$ cat config.mk
export PLATFORM = sky130hd
export DESIGN_NAME = ard_top
export DESIGN_NICKNAME = d
export VERILOG_FILES = /design/src/hw/ard_pkg.sv /design/src/hw/ard_reg_if.sv /design/src/hw/ard_top.sv /design/src/hw/ard_axil_slave.sv
export SDC_FILE = /design/constraint.sdc
export NUM_CORES = 1
export LEC_CHECK = 0
export ABC_CLOCK_PERIOD_IN_PS = 6160
export BUFFER_PORTS_ARGS = -buffer_cell sky130_fd_sc_hd__buf_4
export CAP_MARGIN = 20
export CORE_ASPECT_RATIO = 0.9
export CORE_MARGIN = 2
export CORE_UTILIZATION = 50
export CTS_CLUSTER_SIZE = 40
export DETAILED_ROUTE_END_ITERATION = 8
export PLACE_DENSITY = 0.71
export RECOVER_POWER = 25
export SETUP_SLACK_MARGIN = 0.5
export SLEW_MARGIN = 15
export SYNTH_ARGS = -nofsm -noshare
export SYNTH_HDL_FRONTEND = slang
export SYNTH_SLANG_ARGS = --single-unit
$ cat constraint.sdc
create_clock -name aclk -period 6.16 [get_ports aclk]
set_input_delay 0.308 -clock aclk [delete_from_list [all_inputs] [get_ports aclk]]
set_output_delay 0.308 -clock aclk [all_outputs]
set_load 0.01 [all_outputs]
$ cat src/hw/ard_pkg.sv
// ard_pkg: constants and types shared by the read-command decoder files
// assumes: one 10 MHz clock domain, AXI4-Lite register access
`default_nettype none
package ard_pkg;
	// command opcodes
	localparam logic [7:0] OP_LOG_DMA = 8'h47;
	localparam logic [7:0] OP_RDMUL = 8'hC4;
	localparam logic [7:0] OP_RDMUL_EXT = 8'h29;
	// vendor log page layout
	localparam logic [7:0] LOG_ADDR_NAND = 8'hD9;
	localparam logic [15:0] LOG_PAGE_LEN = 16'h0200;
	localparam logic [15:0] LOG_PAGE_ONLY = 16'h0000;
	localparam logic [15:0] LOG_BLOCKS = 16'h0001;
	localparam logic [8:0] LOG_BYTE_CODE = 9'h001;
	localparam logic [8:0] LOG_BYTE_LEN_LO = 9'h002;
	localparam logic [8:0] LOG_BYTE_LEN_HI = 9'h003;
	localparam logic [8:0] LOG_BYTE_FLAGS = 9'h004;
	localparam logic [8:0] LOG_BYTE_FW_FIRST = 9'h010;
	localparam logic [8:0] LOG_BYTE_FW_LAST = 9'h01F;
	localparam int FLAG_NVC_BIT = 0;
	// log-read address field positions
	localparam int LBA_LOGSEL_LSB = 0;
	localparam int LBA_PGLO_LSB = 8;
	localparam int LBA_PGHI_LSB = 32;
	localparam int LBA28_W = 28;
	// sector counts
	localparam logic [16:0] SECT28_ZERO = 17'h00100;
	localparam logic [16:0] SECT48_ZERO = 17'h10000;
	localparam logic [7:0] WORD_LAST = 8'hFF;
	// status and error masks
	localparam logic [7:0] STAT_BSY = 8'h80;
	localparam logic [7:0] STAT_RDY = 8'h40;
	localparam logic [7:0] STAT_DF = 8'h20;
	localparam logic [7:0] STAT_DRQ = 8'h08;
	localparam logic [7:0] STAT_SENSE = 8'h02;
	localparam logic [7:0] STAT_ERR = 8'h01;
	localparam logic [7:0] ERR_UNC = 8'h40;
	localparam logic [7:0] ERR_ABRT = 8'h04;
	localparam logic [7:0] STAT_RST = 8'h40;
	// register map, byte addresses
	localparam logic [7:0] REG_CTRL = 8'h00;
	localparam logic [7:0] REG_MULT = 8'h04;
	localparam logic [7:0] REG_STATE = 8'h08;
	localparam logic [7:0] REG_LASTERR = 8'h0C;
	localparam logic [7:0] REG_FW0 = 8'h10;
	localparam logic [7:0] REG_IRQ_STAT = 8'h20;
	localparam logic [7:0] REG_IRQ_MASK = 8'h24;
	localparam logic [7:0] MULT_RST = 8'h00;
	localparam logic [127:0] FW_RST = 128'h0;
	// interrupt bits
	localparam int IRQ_W = 3;
	localparam int IRQ_BLOCK = 0;
	localparam int IRQ_DONE = 1;
	localparam int IRQ_FAIL = 2;
	localparam logic [1:0] RESP_OKAY = 2'b00;
	localparam logic [1:0] RESP_SLVERR = 2'b10;
	typedef enum logic [1:0] {
		ST_IDLE = 2'b00,
		ST_LOG = 2'b01,
		ST_SECT = 2'b10
	} ard_state_t;
endpackage
`default_nettype wire

$ cat src/hw/ard_reg_if.sv
// ard_reg_if: register access strobes between bus slave and register file
// assumes: both ends on aclk; read data is combinational from the file
`timescale 1ns/1ps
`default_nettype none
interface ard_reg_if;
	logic wr_en;
	logic [7:0] wr_addr;
	logic [31:0] wr_data;
	logic [3:0] wr_strb;
	logic wr_err;
	logic rd_en;
	logic [7:0] rd_addr;
	logic [31:0] rd_data;
	logic rd_err;
	modport master(output wr_en, wr_addr, wr_data, wr_strb, rd_en, rd_addr,
		input wr_err, rd_data, rd_err);
	modport regs(input wr_en, wr_addr, wr_data, wr_strb, rd_en, rd_addr,
		output wr_err, rd_data, rd_err);
endinterface
`default_nettype wire

$ cat src/hw/ard_top.sv
// ard_top: read-command decoder for log read by DMA and multiple-sector reads
// assumes: host command strobe and media word stream on aclk, host always
// accepts xfer words, registers reached over AXI4-Lite
//
// Functional notes
// - vendor log page at address D9h
// - byte 4 bit 0 flags cache backing
// - firmware version in bytes 16 to 31
// - 47h returns log content by DMA
// - log selector and page number from LBA
// - sectors delivered as 16-bit words
// - one interrupt per multiple block
// - 28-bit multiple read starts at LBA
// - 28-bit count zero means 256 sectors
// - 48-bit count zero means 65536 sectors
// - failure reports first unrecoverable sector LBA
// - error status: fault, sense, error bits
// - uncorrectable error stops at failing sector
`timescale 1ns/1ps
`default_nettype none
module ard_top import ard_pkg::*; (
	input wire logic aclk,
	input wire logic aresetn,
	input wire logic s_axi_awvalid,
	output logic s_axi_awready,
	input wire logic [7:0] s_axi_awaddr,
	input wire logic s_axi_wvalid,
	output logic s_axi_wready,
	input wire logic [31:0] s_axi_wdata,
	input wire logic [3:0] s_axi_wstrb,
	output logic s_axi_bvalid,
	input wire logic s_axi_bready,
	output logic [1:0] s_axi_bresp,
	input wire logic s_axi_arvalid,
	output logic s_axi_arready,
	input wire logic [7:0] s_axi_araddr,
	output logic s_axi_rvalid,
	input wire logic s_axi_rready,
	output logic [31:0] s_axi_rdata,
	output logic [1:0] s_axi_rresp,
	input wire logic host_cmd_valid,
	input wire logic [7:0] host_cmd_op,
	input wire logic [15:0] host_cmd_count,
	input wire logic [47:0] host_cmd_lba,
	input wire logic media_valid,
	input wire logic [15:0] media_word,
	input wire logic media_uncorr,
	input wire logic media_fault,
	output logic media_req,
	output logic [47:0] media_lba,
	output logic xfer_valid,
	output logic [15:0] xfer_word,
	output logic xfer_dma,
	output logic cmd_done,
	output logic [7:0] ata_status,
	output logic [7:0] ata_error,
	output logic [47:0] ata_lba_out,
	output logic irq
);
	ard_reg_if rb ();
	ard_axil_slave u_slave (
		.aclk(aclk),
		.aresetn(aresetn),
		.s_axi_awvalid(s_axi_awvalid),
		.s_axi_awready(s_axi_awready),
		.s_axi_awaddr(s_axi_awaddr),
		.s_axi_wvalid(s_axi_wvalid),
		.s_axi_wready(s_axi_wready),
		.s_axi_wdata(s_axi_wdata),
		.s_axi_wstrb(s_axi_wstrb),
		.s_axi_bvalid(s_axi_bvalid),
		.s_axi_bready(s_axi_bready),
		.s_axi_bresp(s_axi_bresp),
		.s_axi_arvalid(s_axi_arvalid),
		.s_axi_arready(s_axi_arready),
		.s_axi_araddr(s_axi_araddr),
		.s_axi_rvalid(s_axi_rvalid),
		.s_axi_rready(s_axi_rready),
		.s_axi_rdata(s_axi_rdata),
		.s_axi_rresp(s_axi_rresp),
		.rb(rb.master)
	);

	logic nonvolatile_cache_backed;
	logic [7:0] mult;
	logic [127:0] fw;
	logic [IRQ_W-1:0] irq_stat;
	logic [IRQ_W-1:0] irq_mask;
	ard_state_t state;
	ard_state_t next_state;
	logic [7:0] widx;
	logic [7:0] wcnt;
	logic [16:0] sect_left;
	logic [7:0] blk_cnt;
	logic [7:0] blk_lim;

	// register decode
	wire wr_ctrl = rb.wr_en && rb.wr_addr == REG_CTRL;
	wire wr_mult = rb.wr_en && rb.wr_addr == REG_MULT;
	wire wr_fw = rb.wr_en && rb.wr_addr[7:4] == REG_FW0[7:4] && rb.wr_addr[1:0] == 2'b00;
	wire wr_istat = rb.wr_en && rb.wr_addr == REG_IRQ_STAT;
	wire wr_imask = rb.wr_en && rb.wr_addr == REG_IRQ_MASK;
	wire wr_ro = rb.wr_addr == REG_STATE || rb.wr_addr == REG_LASTERR;
	assign rb.wr_err = !(wr_ctrl || wr_mult || wr_fw || wr_istat || wr_imask || wr_ro);
	wire [1:0] wr_fw_sel = rb.wr_addr[3:2];
	wire [1:0] rd_fw_sel = rb.rd_addr[3:2];
	wire rd_fw = rb.rd_addr[7:4] == REG_FW0[7:4] && rb.rd_addr[1:0] == 2'b00;
	wire [31:0] rd_fw_word = fw[{rd_fw_sel, 5'b00000} +: 32];
	wire [31:0] rd_state_word = {7'h00, sect_left, 6'h00, state};
	wire [31:0] rd_err_word = {16'h0000, ata_error, ata_status};
	assign rb.rd_data =
		rb.rd_addr == REG_CTRL ? {31'h0000_0000, nonvolatile_cache_backed} :
		rb.rd_addr == REG_MULT ? {24'h00_0000, mult} :
		rb.rd_addr == REG_STATE ? rd_state_word :
		rb.rd_addr == REG_LASTERR ? rd_err_word :
		rd_fw ? rd_fw_word :
		rb.rd_addr == REG_IRQ_STAT ? {29'h0000_0000, irq_stat} :
		rb.rd_addr == REG_IRQ_MASK ? {29'h0000_0000, irq_mask} : 32'h0000_0000;
	assign rb.rd_err = !(rb.rd_addr == REG_CTRL || rb.rd_addr == REG_MULT ||
		rb.rd_addr == REG_STATE || rb.rd_addr == REG_LASTERR || rd_fw ||
		rb.rd_addr == REG_IRQ_STAT || rb.rd_addr == REG_IRQ_MASK);

	function automatic logic [31:0] merge(input logic [31:0] old_v, input logic [31:0] new_v,
		input logic [3:0] strb);
		logic [31:0] res;
		res = old_v;
		for (int i = 0; i < 4; i++) begin
			if (strb[i]) begin
				res[i*8 +: 8] = new_v[i*8 +: 8];
			end
		end
		return res;
	endfunction

	// command decode
	wire idle = state == ST_IDLE;
	wire take = host_cmd_valid && idle;
	wire is_log = host_cmd_op == OP_LOG_DMA;
	wire is_m28 = host_cmd_op == OP_RDMUL;
	wire is_m48 = host_cmd_op == OP_RDMUL_EXT;
	wire [7:0] log_sel = host_cmd_lba[LBA_LOGSEL_LSB +: 8];
	wire [15:0] log_page = {host_cmd_lba[LBA_PGHI_LSB +: 8], host_cmd_lba[LBA_PGLO_LSB +: 8]};
	// only page 0 of the D9h log exists, so a request for more blocks aborts
	wire log_ok = is_log && log_sel == LOG_ADDR_NAND && log_page == LOG_PAGE_ONLY &&
		host_cmd_count == LOG_BLOCKS;
	wire mul_ok = (is_m28 || is_m48) && mult != MULT_RST;
	wire [16:0] cnt28 = host_cmd_count[7:0] == 8'h00 ? SECT28_ZERO :
		{9'h000, host_cmd_count[7:0]};
	wire [16:0] cnt48 = host_cmd_count == 16'h0000 ? SECT48_ZERO :
		{1'b0, host_cmd_count};
	wire [47:0] lba28 = {20'h0_0000, host_cmd_lba[LBA28_W-1:0]};

	// transfer progress
	wire in_log = state == ST_LOG;
	wire sect_word = state == ST_SECT && media_valid;
	wire bad_word = sect_word && media_uncorr;
	wire good_word = sect_word && !media_uncorr;
	wire sect_end = good_word && wcnt == WORD_LAST;
	wire last_sect = sect_end && sect_left == 17'h00001;
	wire blk_end = sect_end && (blk_cnt == blk_lim || last_sect);
	wire log_end = in_log && widx == WORD_LAST;
	wire abort = take && !log_ok && !mul_ok;
	wire finish_ok = log_end || last_sect;
	wire fail = abort || bad_word;
	wire [IRQ_W-1:0] irq_ev = {fail, finish_ok || fail, blk_end};
	wire [IRQ_W-1:0] irq_clr = (wr_istat && rb.wr_strb[0]) ? rb.wr_data[IRQ_W-1:0] : '0;
	wire [7:0] fault_bit = media_fault ? STAT_DF : 8'h00;

	function automatic logic [7:0] log_byte(input logic [8:0] b);
		if (b == LOG_BYTE_CODE) return LOG_ADDR_NAND;
		if (b == LOG_BYTE_LEN_LO) return LOG_PAGE_LEN[7:0];
		if (b == LOG_BYTE_LEN_HI) return LOG_PAGE_LEN[15:8];
		if (b == LOG_BYTE_FLAGS) return 8'(nonvolatile_cache_backed) << FLAG_NVC_BIT;
		if (b >= LOG_BYTE_FW_FIRST && b <= LOG_BYTE_FW_LAST)
			return fw[{b[3:0], 3'b000} +: 8];
		return 8'h00;
	endfunction
	wire [15:0] log_word = {log_byte({widx, 1'b1}), log_byte({widx, 1'b0})};

	always_comb begin
		next_state = state;
		unique case (state)
			ST_IDLE: begin
				if (take && log_ok) begin
					next_state = ST_LOG;
				end else if (take && mul_ok) begin
					next_state = ST_SECT;
				end
			end
			ST_LOG: begin
				if (log_end) begin
					next_state = ST_IDLE;
				end
			end
			ST_SECT: begin
				if (bad_word || last_sect) begin
					next_state = ST_IDLE;
				end
			end
			default: next_state = ST_IDLE;
		endcase
	end

	always_ff @(posedge aclk) begin
		if (!aresetn) begin
			nonvolatile_cache_backed <= 1'b0;
			mult <= MULT_RST;
			fw <= FW_RST;
			irq_mask <= '0;
		end else begin
			if (wr_ctrl && rb.wr_strb[0]) begin
				nonvolatile_cache_backed <= rb.wr_data[0];
			end
			if (wr_mult && rb.wr_strb[0]) begin
				mult <= rb.wr_data[7:0];
			end
			if (wr_fw) begin
				fw[{wr_fw_sel, 5'b00000} +: 32] <= merge(fw[{wr_fw_sel, 5'b00000} +: 32],
					rb.wr_data, rb.wr_strb);
			end
			if (wr_imask && rb.wr_strb[0]) begin
				irq_mask <= rb.wr_data[IRQ_W-1:0];
			end
		end
	end

	// new events win over a same-cycle clear
	always_ff @(posedge aclk) begin
		if (!aresetn) begin
			irq_stat <= '0;
			irq <= 1'b0;
		end else begin
			irq_stat <= (irq_stat & ~irq_clr) | irq_ev;
			irq <= |(irq_stat & irq_mask);
		end
	end

	always_ff @(posedge aclk) begin
		if (!aresetn) begin
			state <= ST_IDLE;
			media_req <= 1'b0;
			widx <= 8'h00;
			wcnt <= 8'h00;
			blk_cnt <= 8'h00;
			blk_lim <= 8'h00;
			sect_left <= 17'h00000;
			media_lba <= 48'h0000_0000_0000;
		end else begin
			state <= next_state;
			media_req <= next_state == ST_SECT;
			if (take) begin
				widx <= 8'h00;
				wcnt <= 8'h00;
				blk_cnt <= 8'h00;
				// latched so a mid-command MULT write cannot skew block edges
				blk_lim <= mult - 8'h01;
				sect_left <= is_m28 ? cnt28 : cnt48;
				media_lba <= is_m28 ? lba28 : host_cmd_lba;
			end else begin
				if (in_log) begin
					widx <= widx + 8'h01;
				end
				if (good_word) begin
					wcnt <= wcnt + 8'h01;
				end
				if (sect_end) begin
					media_lba <= media_lba + 48'h0000_0000_0001;
					sect_left <= sect_left - 17'h00001;
					blk_cnt <= blk_end ? 8'h00 : blk_cnt + 8'h01;
				end
			end
		end
	end

	// data words; bad words are never passed on
	always_ff @(posedge aclk) begin
		if (!aresetn) begin
			xfer_valid <= 1'b0;
			xfer_word <= 16'h0000;
			xfer_dma <= 1'b0;
		end else begin
			xfer_valid <= in_log || good_word;
			xfer_word <= in_log ? log_word : media_word;
			xfer_dma <= in_log;
		end
	end

	always_ff @(posedge aclk) begin
		if (!aresetn) begin
			cmd_done <= 1'b0;
			ata_status <= STAT_RST;
			ata_error <= 8'h00;
			ata_lba_out <= 48'h0000_0000_0000;
		end else begin
			cmd_done <= finish_ok || fail;
			if (take && !abort) begin
				ata_status <= STAT_BSY | STAT_DRQ;
			end else if (abort) begin
				ata_status <= STAT_RDY | STAT_ERR;
				ata_error <= ERR_ABRT;
			end else if (bad_word) begin
				ata_status <= STAT_RDY | STAT_ERR | STAT_SENSE | fault_bit;
				ata_error <= ERR_UNC;
				ata_lba_out <= media_lba;
			end else if (finish_ok) begin
				ata_status <= STAT_RDY;
				ata_error <= 8'h00;
			end
		end
	end
endmodule // ard_top
`default_nettype wire

$ cat src/hw/ard_axil_slave.sv
// ard_axil_slave: AXI4-Lite slave, one write and one read in flight
// assumes: register file answers wr_err, rd_data, rd_err in the same cycle
`timescale 1ns/1ps
`default_nettype none
module ard_axil_slave import ard_pkg::*; (
	input wire logic aclk,
	input wire logic aresetn,
	input wire logic s_axi_awvalid,
	output logic s_axi_awready,
	input wire logic [7:0] s_axi_awaddr,
	input wire logic s_axi_wvalid,
	output logic s_axi_wready,
	input wire logic [31:0] s_axi_wdata,
	input wire logic [3:0] s_axi_wstrb,
	output logic s_axi_bvalid,
	input wire logic s_axi_bready,
	output logic [1:0] s_axi_bresp,
	input wire logic s_axi_arvalid,
	output logic s_axi_arready,
	input wire logic [7:0] s_axi_araddr,
	output logic s_axi_rvalid,
	input wire logic s_axi_rready,
	output logic [31:0] s_axi_rdata,
	output logic [1:0] s_axi_rresp,
	ard_reg_if.master rb
);
	logic aw_have;
	logic w_have;
	logic [7:0] aw_addr;
	logic [31:0] w_data;
	logic [3:0] w_strb;
	wire aw_fire = s_axi_awvalid && s_axi_awready;
	wire w_fire = s_axi_wvalid && s_axi_wready;
	wire ar_fire = s_axi_arvalid && s_axi_arready;
	wire wr_go = aw_have && w_have && !s_axi_bvalid;
	wire next_aw_have = (aw_have && !wr_go) || aw_fire;
	wire next_w_have = (w_have && !wr_go) || w_fire;
	wire next_bvalid = wr_go || (s_axi_bvalid && !s_axi_bready);
	wire next_rvalid = ar_fire || (s_axi_rvalid && !s_axi_rready);
	assign rb.wr_en = wr_go;
	assign rb.wr_addr = aw_addr;
	assign rb.wr_data = w_data;
	assign rb.wr_strb = w_strb;
	assign rb.rd_en = ar_fire;
	assign rb.rd_addr = s_axi_araddr;
	// ready stays low until the response is taken: one write at a time
	always_ff @(posedge aclk) begin
		if (!aresetn) begin
			aw_have <= 1'b0;
			w_have <= 1'b0;
			s_axi_awready <= 1'b0;
			s_axi_wready <= 1'b0;
			s_axi_bvalid <= 1'b0;
			s_axi_bresp <= RESP_OKAY;
		end else begin
			aw_have <= next_aw_have;
			w_have <= next_w_have;
			s_axi_awready <= !next_aw_have && !next_bvalid;
			s_axi_wready <= !next_w_have && !next_bvalid;
			s_axi_bvalid <= next_bvalid;
			if (wr_go) begin
				s_axi_bresp <= rb.wr_err ? RESP_SLVERR : RESP_OKAY;
			end
		end
	end
	always_ff @(posedge aclk) begin
		if (!aresetn) begin
			aw_addr <= 8'h00;
			w_data <= 32'h0000_0000;
			w_strb <= 4'h0;
		end else begin
			if (aw_fire) begin
				aw_addr <= s_axi_awaddr;
			end
			if (w_fire) begin
				w_data <= s_axi_wdata;
				w_strb <= s_axi_wstrb;
			end
		end
	end
	always_ff @(posedge aclk) begin
		if (!aresetn) begin
			s_axi_arready <= 1'b0;
			s_axi_rvalid <= 1'b0;
			s_axi_rdata <= 32'h0000_0000;
			s_axi_rresp <= RESP_OKAY;
		end else begin
			s_axi_arready <= !next_rvalid;
			s_axi_rvalid <= next_rvalid;
			if (ar_fire) begin
				s_axi_rdata <= rb.rd_data;
				s_axi_rresp <= rb.rd_err ? RESP_SLVERR : RESP_OKAY;
			end
		end
	end
endmodule // ard_axil_slave
`default_nettype wire

==> out/summary.txt <==
fraction of synthesized cell area in xor and xnor cells -> 2.362%
clock net sink count -> 403
total number of yosys warnings -> 0
multiplexer area fraction after synthesis -> 14.92%
worst hold slack -> 0.002561 ns
static leakage -> 8.733 nW
Tot GR Track Use -> 31.62%
number of different library cells in the post-synthesis netlist -> 83
starting density of the core -> 50.99%
Final Setup Violations -> 0
Remaining Overflow, GRT -> 0
proportion of total power due to net switching -> 24.17%
number of placement rows -> 68
number of iterations in the first detailed-routing pass -> 7
cell repeated most along the worst path -> sky130_fd_sc_hd__buf_4
Worst EP required -> 6.64 ns
clock insertion delay at the later pin of the skew report -> 0.56 ns
worst slack, placed -> 2.942 ns
post-detailed-route count of antenna-violating nets -> 0
final worst-path setup slack -> 2.875 ns
Gate Count Post-Synth -> 2129
cts repair resizes -> 0
startpoint kind of the worst setup timing path -> register
areal power density over the cells -> 255.5 nW/µm²
layout overhead on the synthesized area -> 20.47%
DP HPWL -> 45350 µm
Final Hold Fails -> 0
total negative slack for setup checks -> 0 ns
CTS tree -> built
clock buffers created by TritonCTS -> 44
clock network fraction of total power -> 46.5%
type of the worst min-delay path -> in2reg
Comb pwr share -> 7.9%
main combinational cell family by area after synthesis -> simple AND/OR/NAND/NOR gates
number of ports placed on the die boundary -> 325
internal power component -> 4.587 mW
Tightest Pin Transition -> 1.548 ns
total design power -> 6.048 mW
Post-Route Skew -> 0.01150 ns
asr flop ratio synth -> 0%
switching component of the power -> 1.462 mW
outcome -> complete, but fails checks
wire length of the first global-routing pass -> 100700 µm
detailed router's first-iteration violation count -> 2026
count of buffers inserted at the top-level ports -> 314
mean instance size in the synthesized netlist -> 9.231 µm²
detailed-route DRC error count -> 0
vias after detailed routing -> 18500
synthesized-area fraction occupied by adder cells -> 0.9549%
drt via density -> 6.282
simple-gate share of the synthesized area -> 19.42%
CP max stage delay -> 0.79 ns
Slew Limit Headroom -> -3.196%
initial antenna violation count -> 1
number of nets in the finished design -> 2551
clock-pin slew on the worst setup and hold paths -> 0.06 ns
sequential group share of total power -> 45.5%
number of violations of the max-capacitance limit -> 2
sequential-to-total area share from yosys stat -> 41.05%
highest-count cells in the layout ignoring fill and taps -> sky130_fd_sc_hd__dfxtp_1, sky130_fd_sc_hd__nand2_1, sky130_fd_sc_hd__nor2_1
CP delay by family, top -> buffers and inverters
height of the chip -> 192.1 µm
width of the die -> 213.0 µm
Routability Congestion -> 0.8909
number of flops mapped to enable cells by yosys -> 0
WL per Instance -> 22.62 µm
final worst path period share -> 53.33%
most used flip-flop cell after synthesis -> sky130_fd_sc_hd__dfxtp_1
maximum number of pins on one net before global-route repair -> 164
fin. max-slew vios -> 68
final standard cell utilization of the core -> 61.43%
worst voltage drop across the vdd grid -> 217.8 µV
unrepaired setup endpoints after global routing -> no
kind of critical path -> reg2reg
instance area after placement -> 22160 µm²
non-filler cells, final -> 2944
area of the die -> 40910 µm²
Synth Area in Compound Gates -> 16.75%
Tmin final -> 3.285 ns
arrival time of the worst setup path -> 3.76 ns
# H-tree levels -> 2
total wire length -> 66600 µm
maximum fanout along the worst path -> 33
Slowest cell on crit path -> sky130_fd_sc_hd__dfxtp_1
violated checks -> max-capacitance violations, max-slew violations
Clock Root Buffer -> sky130_fd_sc_hd__clkbuf_16
leading cell type in the layout, fill and taps excluded -> sky130_fd_sc_hd__dfxtp_1
via count of the first global-routing pass -> 17050
fraction of final layout cells sized beyond drive strength 1 -> 19.89%
worst path cell trace -> buf_4, ha_1, nand4_2, buf_4, nor4b_4, buf_4, a22oi_1, nor2_1
standard cell core area -> 38540 µm²
Yosys reg bits -> 403
post-layout instance area -> 23680 µm²
Max clock buf depth -> 3
placed cell count -> 2823
WP buf/inv -> 3
sort of element at the end of the critical path -> register
# Post-CTS Setup Buffers -> 0
highest attainable clock frequency -> 0.3044 GHz
cell area after technology mapping -> 19650 µm²
[sequential cells by signal, indices dropped and copies added (netlist names), 16 cells and up]
name	cells
fw	128
xfer_word	16
media_lba	48
sect_left	17
u_slave.s_axi_rdata	32
ata_lba_out	48
u_slave.rb.wr_data	32
[tightest hold or removal path: cells and delay by family]
kind                   cells  cell delay [ns]
AND/OR/NAND/NOR            1             0.05
buffers and inverters      1             0.11
AO/OA/AOI/OAI              1             0.05
[timing repair]
action	4_1_cts	5_1_grt
hold buffers	38	1
setup endpoints to repair	0	0
endpoints found under the hold margin	38	1
[per-layer routing]
| layer | vias to the layer above | track usage, % | wire length [µm] |
|---|---|---|---|
| met2 | 1013 | 49.66 | 30540 |
| met1 | 8986 | 43.49 | 27090 |
| li1 | 8339 | - | - |
| met3 | 157 | 6.377 | 6753 |
| met4 | 0 | 10.73 | 2214 |
| met5 | - | 0 | 0 |
[worst paths after layout]
check | startpoint | to | slack (ns) | depth (start not counted)
min | s_axi_wdata[28] | u_slave.rb.wr_data[28]$_SDFFE_PN0P_ | 0.003 | 3
min reg2reg | ata_lba_out[34]$_SDFFE_PN0P_ | ata_lba_out[34]$_SDFFE_PN0P_ | 0.45 | 2
max reg2reg | u_slave.rb.wr_addr[3]$_SDFFE_PN0P_ | fw[84]$_SDFFE_PN0P_ | 2.87 | 8
max | u_slave.rb.wr_addr[3]$_SDFFE_PN0P_ | fw[84]$_SDFFE_PN0P_ | 2.87 | 8
[area by class of cell]
class	instances	area [µm²]
Antenna cell	1	2.502
Clock buffer	60	1282
Clock inverter	19	254.0
Fill cell	3335	14870
Inverter	18	75.07
Multi-Input combinational cell	1534	10770
Sequential cell	403	8070
Tap cell	525	656.9
Timing Repair Buffer	384	2570
[cells in the mapped netlist, drive strengths merged, types with 15 or more instances]
| cell type | count | share of area (%) |
|---|---|---|
| xnor2 | 19 | 0.85 |
| and3 | 24 | 0.76 |
| nor2 | 253 | 4.9 |
| xor2 | 34 | 1.5 |
| mux2 | 48 | 2.8 |
| a221oi | 19 | 0.85 |
| nor3 | 52 | 1.3 |
| a211oi | 18 | 0.69 |
| buf | 74 | 2.1 |
| o21ai | 51 | 1.3 |
| mux4 | 96 | 11 |
| ha | 15 | 0.95 |
| a21oi | 159 | 4.1 |
| a22oi | 153 | 5.8 |
| nand2 | 272 | 5.2 |
| mux2i | 23 | 1.2 |
| and2 | 15 | 0.48 |
| inv | 17 | 0.32 |
| nand4 | 42 | 1.5 |
| clkbuf | 109 | 2.1 |
| dfxtp | 403 | 41 |
| nor4 | 31 | 1.3 |
| nand3 | 42 | 1.1 |
[power groups by stage]
stage               combinational, mW  sequential (mW)  clock (mW)
floorplan                       0.248             2.79           0
global placement                0.458             2.81           0
detailed placement              0.464             2.81           0
CTS                             0.487             2.75        2.83
global route                    0.518             2.76        2.94
finish                          0.480             2.75        2.82
[cell families (layout without fill, tap and decap cells)]
logic type,count (synthesis),count (layout)
AOI/OAI and AO/OA,492,492
muxes,167,167
adders and majority gates,15,15
xor gates and xnor gates,53,53
DFF,403,403
and+or+nand+nor,797,797
other,1,11
buffers and inverters,201,481
Note: power is estimated with default switching activity, not from simulation.
